==> src/rtl/gw_pkg.sv <==
// constants and types shared by the sensor command gateway
package gw_pkg;
  localparam int CLK_HZ = 125_000_000;
  localparam int CLK_MHZ = 125;
  localparam int BAUD_POS = 57600;
  localparam int BAUD_DIST = 38400;
  localparam logic [15:0] DIV_POS = 16'(CLK_HZ / BAUD_POS);
  localparam logic [15:0] DIV_DIST = 16'(CLK_HZ / BAUD_DIST);
  localparam int POLL_PERIOD_US = 10000;
  localparam int POLL_CYCLES = POLL_PERIOD_US * CLK_MHZ;
  localparam int POLL_CNT_W = 24;

  // register byte addresses
  localparam logic [4:0] ADDR_CONTROL = 5'h00;
  localparam logic [4:0] ADDR_COMMAND = 5'h04;
  localparam logic [4:0] ADDR_STATUS = 5'h08;
  localparam logic [4:0] ADDR_RX_LO = 5'h0C;
  localparam logic [4:0] ADDR_RX_HI = 5'h10;
  localparam int CTRL_CMD_MODE_BIT = 0;
  localparam int CTRL_PROFILE_BIT = 1;
  localparam logic CMD_MODE_RST = 1'b0;
  localparam logic PROFILE_RST = 1'b0;

  localparam logic PROFILE_POS = 1'b0;
  localparam logic PROFILE_DIST = 1'b1;
  localparam logic [15:0] POS_CMD_MASK = 16'h001F;
  localparam logic [15:0] DIST_CMD_MASK = 16'h007F;
  localparam logic [3:0] POLL_CMD_BIT = 4'h3;
  localparam logic [1:0] POS_SEQ_LAST = 2'h1;
  localparam logic [1:0] DIST_SEQ_LAST = 2'h2;
  localparam logic [7:0] POS_CMD_UNIT = 8'h01;
  localparam logic [7:0] DIST_LEAD = 8'hC0;
  localparam logic [7:0] DIST_MID_BASE = 8'hF1;
  localparam logic [7:0] DIST_TAIL_BASE = 8'h31;
  localparam logic [2:0] TLG_LAST_DIST = 3'h5;
  localparam logic [2:0] TLG_LAST_POS = 3'h0;
  localparam logic [2:0] LAST_DATA_BIT = 3'h7;

  typedef enum logic [0:0] {SEQ_IDLE = 1'b0, SEQ_SEND = 1'b1} seq_state_t;
  typedef enum logic [1:0] {
    LN_IDLE = 2'b00,
    LN_START = 2'b01,
    LN_DATA = 2'b10,
    LN_STOP = 2'b11
  } line_state_t;
endpackage

==> src/rtl/serial_link_if.sv <==
// byte stream and baud setting between command logic and serial engine
`timescale 1ns/100ps
interface serial_link_if;
  logic [7:0] tx_data;
  logic tx_valid;
  logic tx_ready;
  logic [7:0] rx_data;
  logic rx_valid;
  logic [15:0] baud_div;
  modport engine(input tx_data, tx_valid, baud_div, output tx_ready, rx_data, rx_valid);
  modport ctrl(output tx_data, tx_valid, baud_div, input tx_ready, rx_data, rx_valid);
endinterface

==> src/rtl/serial_engine.sv <==
// 8N1 serial transmitter and receiver, no handshake lines
`timescale 1ns/100ps
module serial_engine (
  input wire logic core_clk,
  input wire logic reset_n,
  serial_link_if.engine link,
  input wire logic rxd,
  output logic txd
);
  gw_pkg::line_state_t tx_st_r;
  gw_pkg::line_state_t rx_st_r;
  logic [15:0] tx_cnt_r;
  logic [15:0] rx_cnt_r;
  logic [2:0] tx_bit_r;
  logic [2:0] rx_bit_r;
  logic [7:0] tx_sh_r;
  logic [7:0] rx_sh_r;
  logic rx_valid_r;
  logic txd_r;

  wire tx_tick = (tx_cnt_r == link.baud_div - 16'h0001);
  wire rx_tick = (rx_cnt_r == link.baud_div - 16'h0001);
  // receiver checks the start bit at mid-bit to reject glitches
  wire rx_half = (rx_cnt_r == (link.baud_div >> 1));

  assign link.tx_ready = (tx_st_r == gw_pkg::LN_IDLE);
  assign link.rx_data = rx_sh_r;
  assign link.rx_valid = rx_valid_r;
  assign txd = txd_r;

  always_ff @(posedge core_clk) begin
    if (!reset_n) begin
      tx_st_r <= gw_pkg::LN_IDLE;
      tx_cnt_r <= 16'h0000;
      tx_bit_r <= 3'h0;
      tx_sh_r <= 8'h00;
      txd_r <= 1'b1;
    end else begin
      tx_cnt_r <= (tx_st_r == gw_pkg::LN_IDLE || tx_tick) ? 16'h0000 : tx_cnt_r + 16'h0001;
      case (tx_st_r)
        gw_pkg::LN_IDLE: if (link.tx_valid) begin
          tx_sh_r <= link.tx_data;
          txd_r <= 1'b0;
          tx_st_r <= gw_pkg::LN_START;
        end
        gw_pkg::LN_START: if (tx_tick) begin
          txd_r <= tx_sh_r[0];
          tx_bit_r <= 3'h0;
          tx_st_r <= gw_pkg::LN_DATA;
        end
        gw_pkg::LN_DATA: if (tx_tick) begin
          tx_sh_r <= tx_sh_r >> 1;
          tx_bit_r <= tx_bit_r + 3'h1;
          txd_r <= (tx_bit_r == gw_pkg::LAST_DATA_BIT) ? 1'b1 : tx_sh_r[1];
          if (tx_bit_r == gw_pkg::LAST_DATA_BIT) tx_st_r <= gw_pkg::LN_STOP;
        end
        gw_pkg::LN_STOP: if (tx_tick) tx_st_r <= gw_pkg::LN_IDLE;
        default: tx_st_r <= gw_pkg::LN_IDLE;
      endcase
    end
  end

  always_ff @(posedge core_clk) begin
    if (!reset_n) begin
      rx_st_r <= gw_pkg::LN_IDLE;
      rx_cnt_r <= 16'h0000;
      rx_bit_r <= 3'h0;
      rx_sh_r <= 8'h00;
      rx_valid_r <= 1'b0;
    end else begin
      rx_valid_r <= 1'b0;
      rx_cnt_r <= rx_cnt_r + 16'h0001;
      case (rx_st_r)
        gw_pkg::LN_IDLE: begin
          rx_cnt_r <= 16'h0000;
          if (!rxd) rx_st_r <= gw_pkg::LN_START;
        end
        gw_pkg::LN_START: if (rx_half) begin
          rx_cnt_r <= 16'h0000;
          rx_bit_r <= 3'h0;
          rx_st_r <= rxd ? gw_pkg::LN_IDLE : gw_pkg::LN_DATA;
        end
        gw_pkg::LN_DATA: if (rx_tick) begin
          rx_cnt_r <= 16'h0000;
          rx_sh_r <= {rxd, rx_sh_r[7:1]};
          rx_bit_r <= rx_bit_r + 3'h1;
          if (rx_bit_r == gw_pkg::LAST_DATA_BIT) rx_st_r <= gw_pkg::LN_STOP;
        end
        gw_pkg::LN_STOP: if (rx_tick) begin
          // a byte with a broken stop bit is dropped
          rx_valid_r <= rxd;
          rx_st_r <= gw_pkg::LN_IDLE;
        end
        default: rx_st_r <= gw_pkg::LN_IDLE;
      endcase
    end
  end
endmodule // serial_engine

==> src/rtl/sensor_gateway.sv <==
// command translator: control bits to serial sensor commands, telegram capture
// Overview of operation
// positioning link 57600 baud 8N1, no handshake
// positioning data raw binary, unframed, unacknowledged
// controller enables command mode via control bit 0
// bit0 sends 01 01, bit1 sends 02 02
// bit2 sends 04 04, bit3 sends 08 08
// bit4 sends 10 10, bits 5-15 ignored
// positioning profile polls position every 10 ms
// polling resumes on position request or restart
// positioning process data 20 in, 4 out
// distance telegrams always exactly six bytes
// distance link 38400 baud 8N1, unframed
// bit0 sends C0F131, bit1 sends C0F232
// bits 2-4 send C0F333, C0F434, C0F535
// bit5 C0F636, bit6 C0F737, rest ignored
// distance process data 20 in, 8 out
// one send per rising bit, ascending order
`timescale 1ns/100ps
module sensor_gateway #(
  parameter int POLL_CYCLES = gw_pkg::POLL_CYCLES
) (
  input wire logic core_clk,
  input wire logic reset_n,
  input wire logic [4:0] avs_address,
  input wire logic avs_read,
  input wire logic avs_write,
  input wire logic [31:0] avs_writedata,
  input wire logic [3:0] avs_byteenable,
  output logic [31:0] avs_readdata,
  output logic avs_waitrequest,
  input wire logic rxd,
  output logic txd
);
  serial_link_if link ();

  logic avs_waitrequest_r;
  logic [31:0] avs_readdata_r;
  logic cmd_mode_r;
  logic profile_select_switch_r;
  logic [15:0] cmd_r;
  logic [15:0] prev_cmd_r;
  logic [15:0] pend_r;
  logic auto_poll_r;
  logic poll_pend_r;
  logic [gw_pkg::POLL_CNT_W-1:0] poll_cnt_r;
  gw_pkg::seq_state_t seq_st_r;
  logic [3:0] sel_bit_r;
  logic [1:0] byte_idx_r;
  logic seq_prof_r;
  logic [47:0] rx_sh_r;
  logic [47:0] tlg_r;
  logic [2:0] rx_cnt_r;
  logic tlg_valid_r;
  logic [16:0] seen;
  logic [15:0] first_hot;
  logic [3:0] first_idx;

  // bus decode: a request is answered one edge after it appears
  wire req_new = (avs_read || avs_write) && avs_waitrequest_r;
  wire wr_acc = avs_write && !avs_waitrequest_r;
  wire rd_acc = avs_read && !avs_waitrequest_r;
  wire sel_control = (avs_address == gw_pkg::ADDR_CONTROL);
  wire sel_command = (avs_address == gw_pkg::ADDR_COMMAND);
  wire sel_status = (avs_address == gw_pkg::ADDR_STATUS);
  wire sel_rx_lo = (avs_address == gw_pkg::ADDR_RX_LO);
  wire sel_rx_hi = (avs_address == gw_pkg::ADDR_RX_HI);
  wire seq_busy = (seq_st_r == gw_pkg::SEQ_SEND);
  wire [31:0] status_word = {29'h0, tlg_valid_r, auto_poll_r, seq_busy};
  wire [31:0] control_word = {30'h0, profile_select_switch_r, cmd_mode_r};
  wire [31:0] rd_word =
    sel_control ? control_word :
    sel_command ? {16'h0, cmd_r} :
    sel_status ? status_word :
    sel_rx_lo ? tlg_r[31:0] :
    sel_rx_hi ? {16'h0, tlg_r[47:32]} : 32'h0;

  // command edges; bits without a function are masked off
  wire [15:0] cmd_mask = profile_select_switch_r ? gw_pkg::DIST_CMD_MASK : gw_pkg::POS_CMD_MASK;
  wire [15:0] cmd_rise = cmd_mode_r ? (cmd_r & ~prev_cmd_r & cmd_mask) : 16'h0;
  wire pos_prof = (profile_select_switch_r == gw_pkg::PROFILE_POS);
  wire poll_rise = cmd_rise[gw_pkg::POLL_CMD_BIT];
  wire other_rise = |(cmd_rise & ~(16'h1 << gw_pkg::POLL_CMD_BIT));
  wire poll_tick = (poll_cnt_r == gw_pkg::POLL_CNT_W'(POLL_CYCLES - 1));

  // lowest pending bit goes first
  genvar gi;
  assign seen[0] = 1'b0;
  generate
    for (gi = 0; gi < 16; gi++) begin : g_prio
      assign first_hot[gi] = pend_r[gi] && !seen[gi];
      assign seen[gi + 1] = seen[gi] || pend_r[gi];
    end
  endgenerate

  always_comb begin
    first_idx = 4'h0;
    for (int i = 15; i >= 0; i--) begin
      if (first_hot[i]) first_idx = 4'(i);
    end
  end

  wire seq_start_cmd = !seq_busy && (pend_r != 16'h0);
  wire seq_start_poll = !seq_busy && (pend_r == 16'h0) && poll_pend_r;
  wire seq_last = (byte_idx_r == (seq_prof_r ? gw_pkg::DIST_SEQ_LAST : gw_pkg::POS_SEQ_LAST));
  wire tx_acc = link.tx_valid && link.tx_ready;
  wire [7:0] dist_byte =
    (byte_idx_r == 2'h0) ? gw_pkg::DIST_LEAD :
    (byte_idx_r == 2'h1) ? gw_pkg::DIST_MID_BASE + {4'h0, sel_bit_r} :
    gw_pkg::DIST_TAIL_BASE + {4'h0, sel_bit_r};
  wire [7:0] pos_byte = 8'(gw_pkg::POS_CMD_UNIT << sel_bit_r);

  assign link.tx_valid = seq_busy;
  assign link.tx_data = seq_prof_r ? dist_byte : pos_byte;
  assign link.baud_div = pos_prof ? gw_pkg::DIV_POS : gw_pkg::DIV_DIST;

  wire [47:0] rx_window = {link.rx_data, rx_sh_r[47:8]};
  wire tlg_last = (rx_cnt_r == (pos_prof ? gw_pkg::TLG_LAST_POS : gw_pkg::TLG_LAST_DIST));
  wire tlg_done = link.rx_valid && tlg_last;

  assign avs_readdata = avs_readdata_r;
  assign avs_waitrequest = avs_waitrequest_r;

  serial_engine u_engine (
    .core_clk(core_clk),
    .reset_n(reset_n),
    .link(link.engine),
    .rxd(rxd),
    .txd(txd)
  );

  always_ff @(posedge core_clk) begin
    if (!reset_n) begin
      avs_waitrequest_r <= 1'b1;
      avs_readdata_r <= 32'h0;
    end else begin
      avs_waitrequest_r <= !req_new;
      if (req_new && avs_read) avs_readdata_r <= rd_word;
    end
  end

  always_ff @(posedge core_clk) begin
    if (!reset_n) begin
      cmd_mode_r <= gw_pkg::CMD_MODE_RST;
      profile_select_switch_r <= gw_pkg::PROFILE_RST;
      cmd_r <= 16'h0;
      prev_cmd_r <= 16'h0;
    end else begin
      prev_cmd_r <= cmd_r;
      if (wr_acc && sel_control && avs_byteenable[0]) begin
        cmd_mode_r <= avs_writedata[gw_pkg::CTRL_CMD_MODE_BIT];
        profile_select_switch_r <= avs_writedata[gw_pkg::CTRL_PROFILE_BIT];
      end
      if (wr_acc && sel_command && avs_byteenable[0]) cmd_r[7:0] <= avs_writedata[7:0];
      if (wr_acc && sel_command && avs_byteenable[1]) cmd_r[15:8] <= avs_writedata[15:8];
    end
  end

  // new edges are ORed in after the clear, so none is lost
  always_ff @(posedge core_clk) begin
    if (!reset_n) begin
      pend_r <= 16'h0;
    end else begin
      pend_r <= (pend_r & ~(seq_start_cmd ? first_hot : 16'h0)) | cmd_rise;
    end
  end

  // polling runs from reset; any other positioning-profile command stops it until a position request, which wins when both rise in the same cycle
  always_ff @(posedge core_clk) begin
    if (!reset_n) begin
      auto_poll_r <= 1'b1;
      poll_cnt_r <= '0;
      poll_pend_r <= 1'b0;
    end else begin
      if (pos_prof && poll_rise) auto_poll_r <= 1'b1;
      else if (pos_prof && other_rise) auto_poll_r <= 1'b0;
      if (!pos_prof || !auto_poll_r || poll_tick) poll_cnt_r <= '0;
      else poll_cnt_r <= poll_cnt_r + 1'b1;
      if (pos_prof && auto_poll_r && poll_tick) poll_pend_r <= 1'b1;
      else if (seq_start_poll || !pos_prof || !auto_poll_r) poll_pend_r <= 1'b0;
    end
  end

  always_ff @(posedge core_clk) begin
    if (!reset_n) begin
      seq_st_r <= gw_pkg::SEQ_IDLE;
      sel_bit_r <= 4'h0;
      byte_idx_r <= 2'h0;
      seq_prof_r <= gw_pkg::PROFILE_POS;
    end else begin
      case (seq_st_r)
        gw_pkg::SEQ_IDLE: if (seq_start_cmd || seq_start_poll) begin
          sel_bit_r <= seq_start_cmd ? first_idx : gw_pkg::POLL_CMD_BIT;
          byte_idx_r <= 2'h0;
          seq_prof_r <= profile_select_switch_r;
          seq_st_r <= gw_pkg::SEQ_SEND;
        end
        gw_pkg::SEQ_SEND: if (tx_acc) begin
          byte_idx_r <= byte_idx_r + 2'h1;
          if (seq_last) seq_st_r <= gw_pkg::SEQ_IDLE;
        end
        default: seq_st_r <= gw_pkg::SEQ_IDLE;
      endcase
    end
  end

  // telegram capture; reading the upper word consumes it, a new telegram wins
  always_ff @(posedge core_clk) begin
    if (!reset_n) begin
      rx_sh_r <= 48'h0;
      tlg_r <= 48'h0;
      rx_cnt_r <= 3'h0;
      tlg_valid_r <= 1'b0;
    end else begin
      if (link.rx_valid) begin
        rx_sh_r <= rx_window;
        rx_cnt_r <= tlg_last ? 3'h0 : rx_cnt_r + 3'h1;
      end
      if (tlg_done) tlg_r <= rx_window;
      if (tlg_done) tlg_valid_r <= 1'b1;
      else if (rd_acc && sel_rx_hi) tlg_valid_r <= 1'b0;
    end
  end
endmodule // sensor_gateway

==> config.mk <==
export PLATFORM = sky130hd
export DESIGN_NAME = sensor_gateway
export DESIGN_NICKNAME = d
export VERILOG_FILES = /design/src/rtl/gw_pkg.sv /design/src/rtl/serial_link_if.sv /design/src/rtl/serial_engine.sv /design/src/rtl/sensor_gateway.sv
export SDC_FILE = /design/constraint.sdc
export NUM_CORES = 1
export LEC_CHECK = 0
export BUFFER_PORTS_ARGS = -buffer_cell sky130_fd_sc_hd__buf_2
export CAP_MARGIN = 30
export CORE_MARGIN = 1
export CORE_UTILIZATION = 50
export CTS_BUF_LIST = sky130_fd_sc_hd__clkbuf_16
export DETAILED_ROUTE_END_ITERATION = 10
export GPL_ROUTABILITY_DRIVEN = 0
export PLACE_DENSITY = 0.67
export SYNTH_ARGS = -nofsm -noshare
export SYNTH_HDL_FRONTEND = slang
export SYNTH_HIERARCHICAL = 1
export SYNTH_SLANG_ARGS = --single-unit
==> constraint.sdc <==
create_clock -name core_clk -period 7 [get_ports core_clk]
set_input_delay 0.7 -clock core_clk [delete_from_list [all_inputs] [get_ports core_clk]]
set_output_delay 0.7 -clock core_clk [all_outputs]
set_load 0.03 [all_outputs]
==> flow_summary.json <==
{
  "route.detailed.drc": 2,
  "cts_setup_buffers": 0,
  "crit_chain": "buf_4 -> inv_1 -> ha_1 -> xor2_1 -> o211ai_1 -> a2111oi_0 -> o2111ai_1 -> nor4_4 -> inv_1 -> nand3b_1 -> nor2_1",
  "r2r_end": "u_engine/tx_cnt_r[2]$_SDFF_PP0_",
  "via_count": 10024,
  "drive_gt1_frac": 0.0958,
  "max_freq_mhz": 231,
  "ys_seq_area_frac": 0.421,
  "final_hold_viol_count": 0,
  "cts_buffers": 28,
  "placed_cell_area_um2": 12800,
  "drt_wl_total_um": 27900,
  "fill_cells": 2240,
  "mostFrequentLayoutCells": "dfxtp_1, nand2_1, nor2_1, a21oi_1, mux2i_1",
  "async_reset_ff_frac": 0,
  "crit_start": "profile_select_switch_r$_SDFFE_PN0P_",
  "path_max_fanout": 44,
  "required_ps": 7370,
  "synth.area.top_cells": "dfxtp_1, mux2i_1, nand2_1, nor2_1, a21oi_1",
  "ys.flop_type": "dfxtp_1",
  "die_w_um": 159,
  "grt_max_degree": 92,
  "layout.nets": 1540,
  "cell_internal_pwr_mw": 2.38,
  "wl_per_cell_um": 15.3,
  "first_iter_violations": 751,
  "hold_path.class": "input port to flop",
  "cts_htree_levels": 1,
  "slew_viol_final": 0,
  "timing.hold.ws_ps": 375,
  "hpwlAfterDp_um": 18600,
  "p_total_mw": 3.08,
  "rrSetupSlack_ps": 2670,
  "syn_area_um2": 12400,
  "cts_root_buf": "clkbuf_16",
  "final_common_cell": "dfxtp_1",
  "insertion_delay_ps": 550,
  "crit_type": "flop to flop",
  "path_depth": 11,
  "syn_to_final_growth_pct": 10.6,
  "num_rows": 57,
  "cts_tree": "yes",
  "cp-end-kind": "flop",
  "vias_per_cell": 5.52,
  "drt_first_pass_iters": 7,
  "cp-start-kind": "flop",
  "vdd_drop_max_mv": 0.162,
  "power_switching_uw": 699,
  "cpMaxStageDelayCell": "nor4_4",
  "layout_min_cycle_time_ps": 4330,
  "switching_share": 0.227,
  "period_share": 0.619,
  "violations": "DRC",
  "ys_warn_count": 6,
  "cts_hold_buf": 0,
  "timing.critical_path.buf_inv": 3,
  "grt_util_all_layers": 0.215,
  "dieArea_um2": 25400,
  "reg2reg_depth": 11,
  "pwr-share-clk": 0.472,
  "synth_cells": 1453,
  "crit_path_end": "u_engine/tx_cnt_r[2]$_SDFF_PP0_",
  "io_buffer_count": 61,
  "path_clk_slew_ps": 60,
  "synth.top_cell.area_share": 0.421,
  "cap_violations": 0,
  "worstPathArrival_ps": 4700,
  "synth-edff-count": 0,
  "critPathMostFrequentCell": "inv_1",
  "pre_cts_ws_ps": 2710,
  "leakagePower_nw": 5.03,
  "postLayoutCellArea_um2": 13700,
  "clk_path_buf_depth": 3,
  "grt_pass1_vias": 9285,
  "grt-ovfl-total": 0,
  "ys_seq_elements": 260,
  "fin_setup_tns_ps": 0,
  "share_comb_of_total_power": 0.043,
  "initial_core_util": 0.510,
  "die_h_um": 159,
  "seqPwrFrac": 0.485,
  "p_per_area_nw_per_um2": 225,
  "synth_area_leader_cell": "dfxtp_1",
  "final.setup_skew_ps": 19.9,
  "rsz0062_at_grt": "no",
  "antenna_found_initial": 0,
  "yosys.cell_types.count": 83,
  "timing.rr.start": "profile_select_switch_r$_SDFFE_PN0P_",
  "status": "complete, but fails checks",
  "syn_avg_cell_area_um2": 8.51,
  "cts_resized": 0,
  "core-area_um2": 24200,
  "antenna_cells": 0,
  "grt_pass1_wl_um": 46100,
  "slew_headroom": 0.343,
  "clock-sinks": 260,
  "setup_slack_ps": 2670,
  "setup_violations": 0,
  "worst_pin_slew_ps": 985,
  "ant_nets": 0,
  "critPathMaxStageDelay_ps": 880,
  "pin_count": 80,
  "crit_family": "simple AND/OR/NAND/NOR gates"
}
-- synth_stat cells, drive strengths merged (7+ instances only) --
cell type and number:
nor3 20, a221oi 15, and3 29, a21oi 108
nor2b 11, xnor2 43, or4 19, dfxtp 260
o211ai 8, mux2i 80, buf 29, o21ai 42
nand2b 13, ha 21, or3 9, nand4 17
nand2 201, o221a 7, o31ai 13, xor2 48
clkbuf 68, inv 43, nor4 22, a31oi 14
and2 12, nor2 155, nand3b 10, nand3 53
-- power by group through the flow --
stage,clock network [mW],logic [mW],registers (mW)
global placement,0,0.127,1.53
CTS,1.49,0.128,1.49
global route,1.55,0.147,1.49
floorplan,0,0.0943,1.53
detailed placement,0,0.128,1.53
finish,1.46,0.132,1.49
-- cell type report --
class                           instances  area [um2]  area share
Clock inverter                         21         178      0.0130
Inverter                               44         168      0.0123
Sequential cell                       260        5210       0.381
Clock buffer                           29         726      0.0531
Tap cell                              324         405      0.0296
Multi-Input combinational cell       1070        6630       0.484
Timing Repair Buffer                   69         365      0.0267
-- cell families after synthesis --
| family | share of synthesized area |
|---|---|
| buffers and inverters | 0.0483 |
| adders and majority gates | 0.0213 |
| other | 0.000608 |
| xor gates and xnor gates | 0.0645 |
| AOI/OAI and AO/OA | 0.137 |
| and+or+nand+nor | 0.242 |
| DFF | 0.421 |
| muxes | 0.0648 |
-- worst min path at each step --
stage	startpoint	endpoint	slack [ps]	cells past startpoint
after CTS	avs_write	avs_waitrequest$_SDFF_PN1_	360	2
after global routing	avs_write	avs_waitrequest$_SDFF_PN1_	360	2
after detailed placement	avs_readdata[22]$_SDFFE_PN0P_	avs_readdata[22]$_SDFFE_PN0P_	440	2
final	avs_write	avs_waitrequest$_SDFF_PN1_	370	2
after floorplan	pend_r[15]$_SDFF_PN0_	pend_r[15]$_SDFF_PN0_	430	1
after global placement	pend_r[15]$_SDFF_PN0_	pend_r[15]$_SDFF_PN0_	430	1
-- metal layers --
| metal | vias up | share of wire | global-route usage |
|---|---|---|---|
| met2 | 215 | 0.46 | 0.351 |
| met5 | - | 0 | 0 |
| li1 | 5089 | - | - |
| met4 | 0 | 0.017 | 0.0463 |
| met1 | 4681 | 0.48 | 0.300 |
| met3 | 39 | 0.044 | 0.0326 |
-- flip-flops by register name (all words and copies together), names as in the netlist, 7 cells and up, named ones only --
signal	flops
tlg_r	48
u_engine/rx_cnt_r	16
cmd_r	16
poll_cnt_r	24
u_engine/tx_sh_r	8
rx_sh_r	40
pend_r	16
u_engine/link.rx_data	8
avs_readdata	32
prev_cmd_r	7
u_engine/tx_cnt_r	16
-- metrics by stage --
| stage | util | cells |
|---|---|---|
| 6_report | 0.564 | 1817 |
| 3_5_place_dp | 0.527 | 1767 |
| 3_3_place_gp | 0.527 | 1767 |
| 5_1_grt | 0.564 | 1817 |
| 2_1_floorplan | - | 1471 |
| 4_1_cts | 0.564 | 1817 |
(Power assumes the default switching activity.)
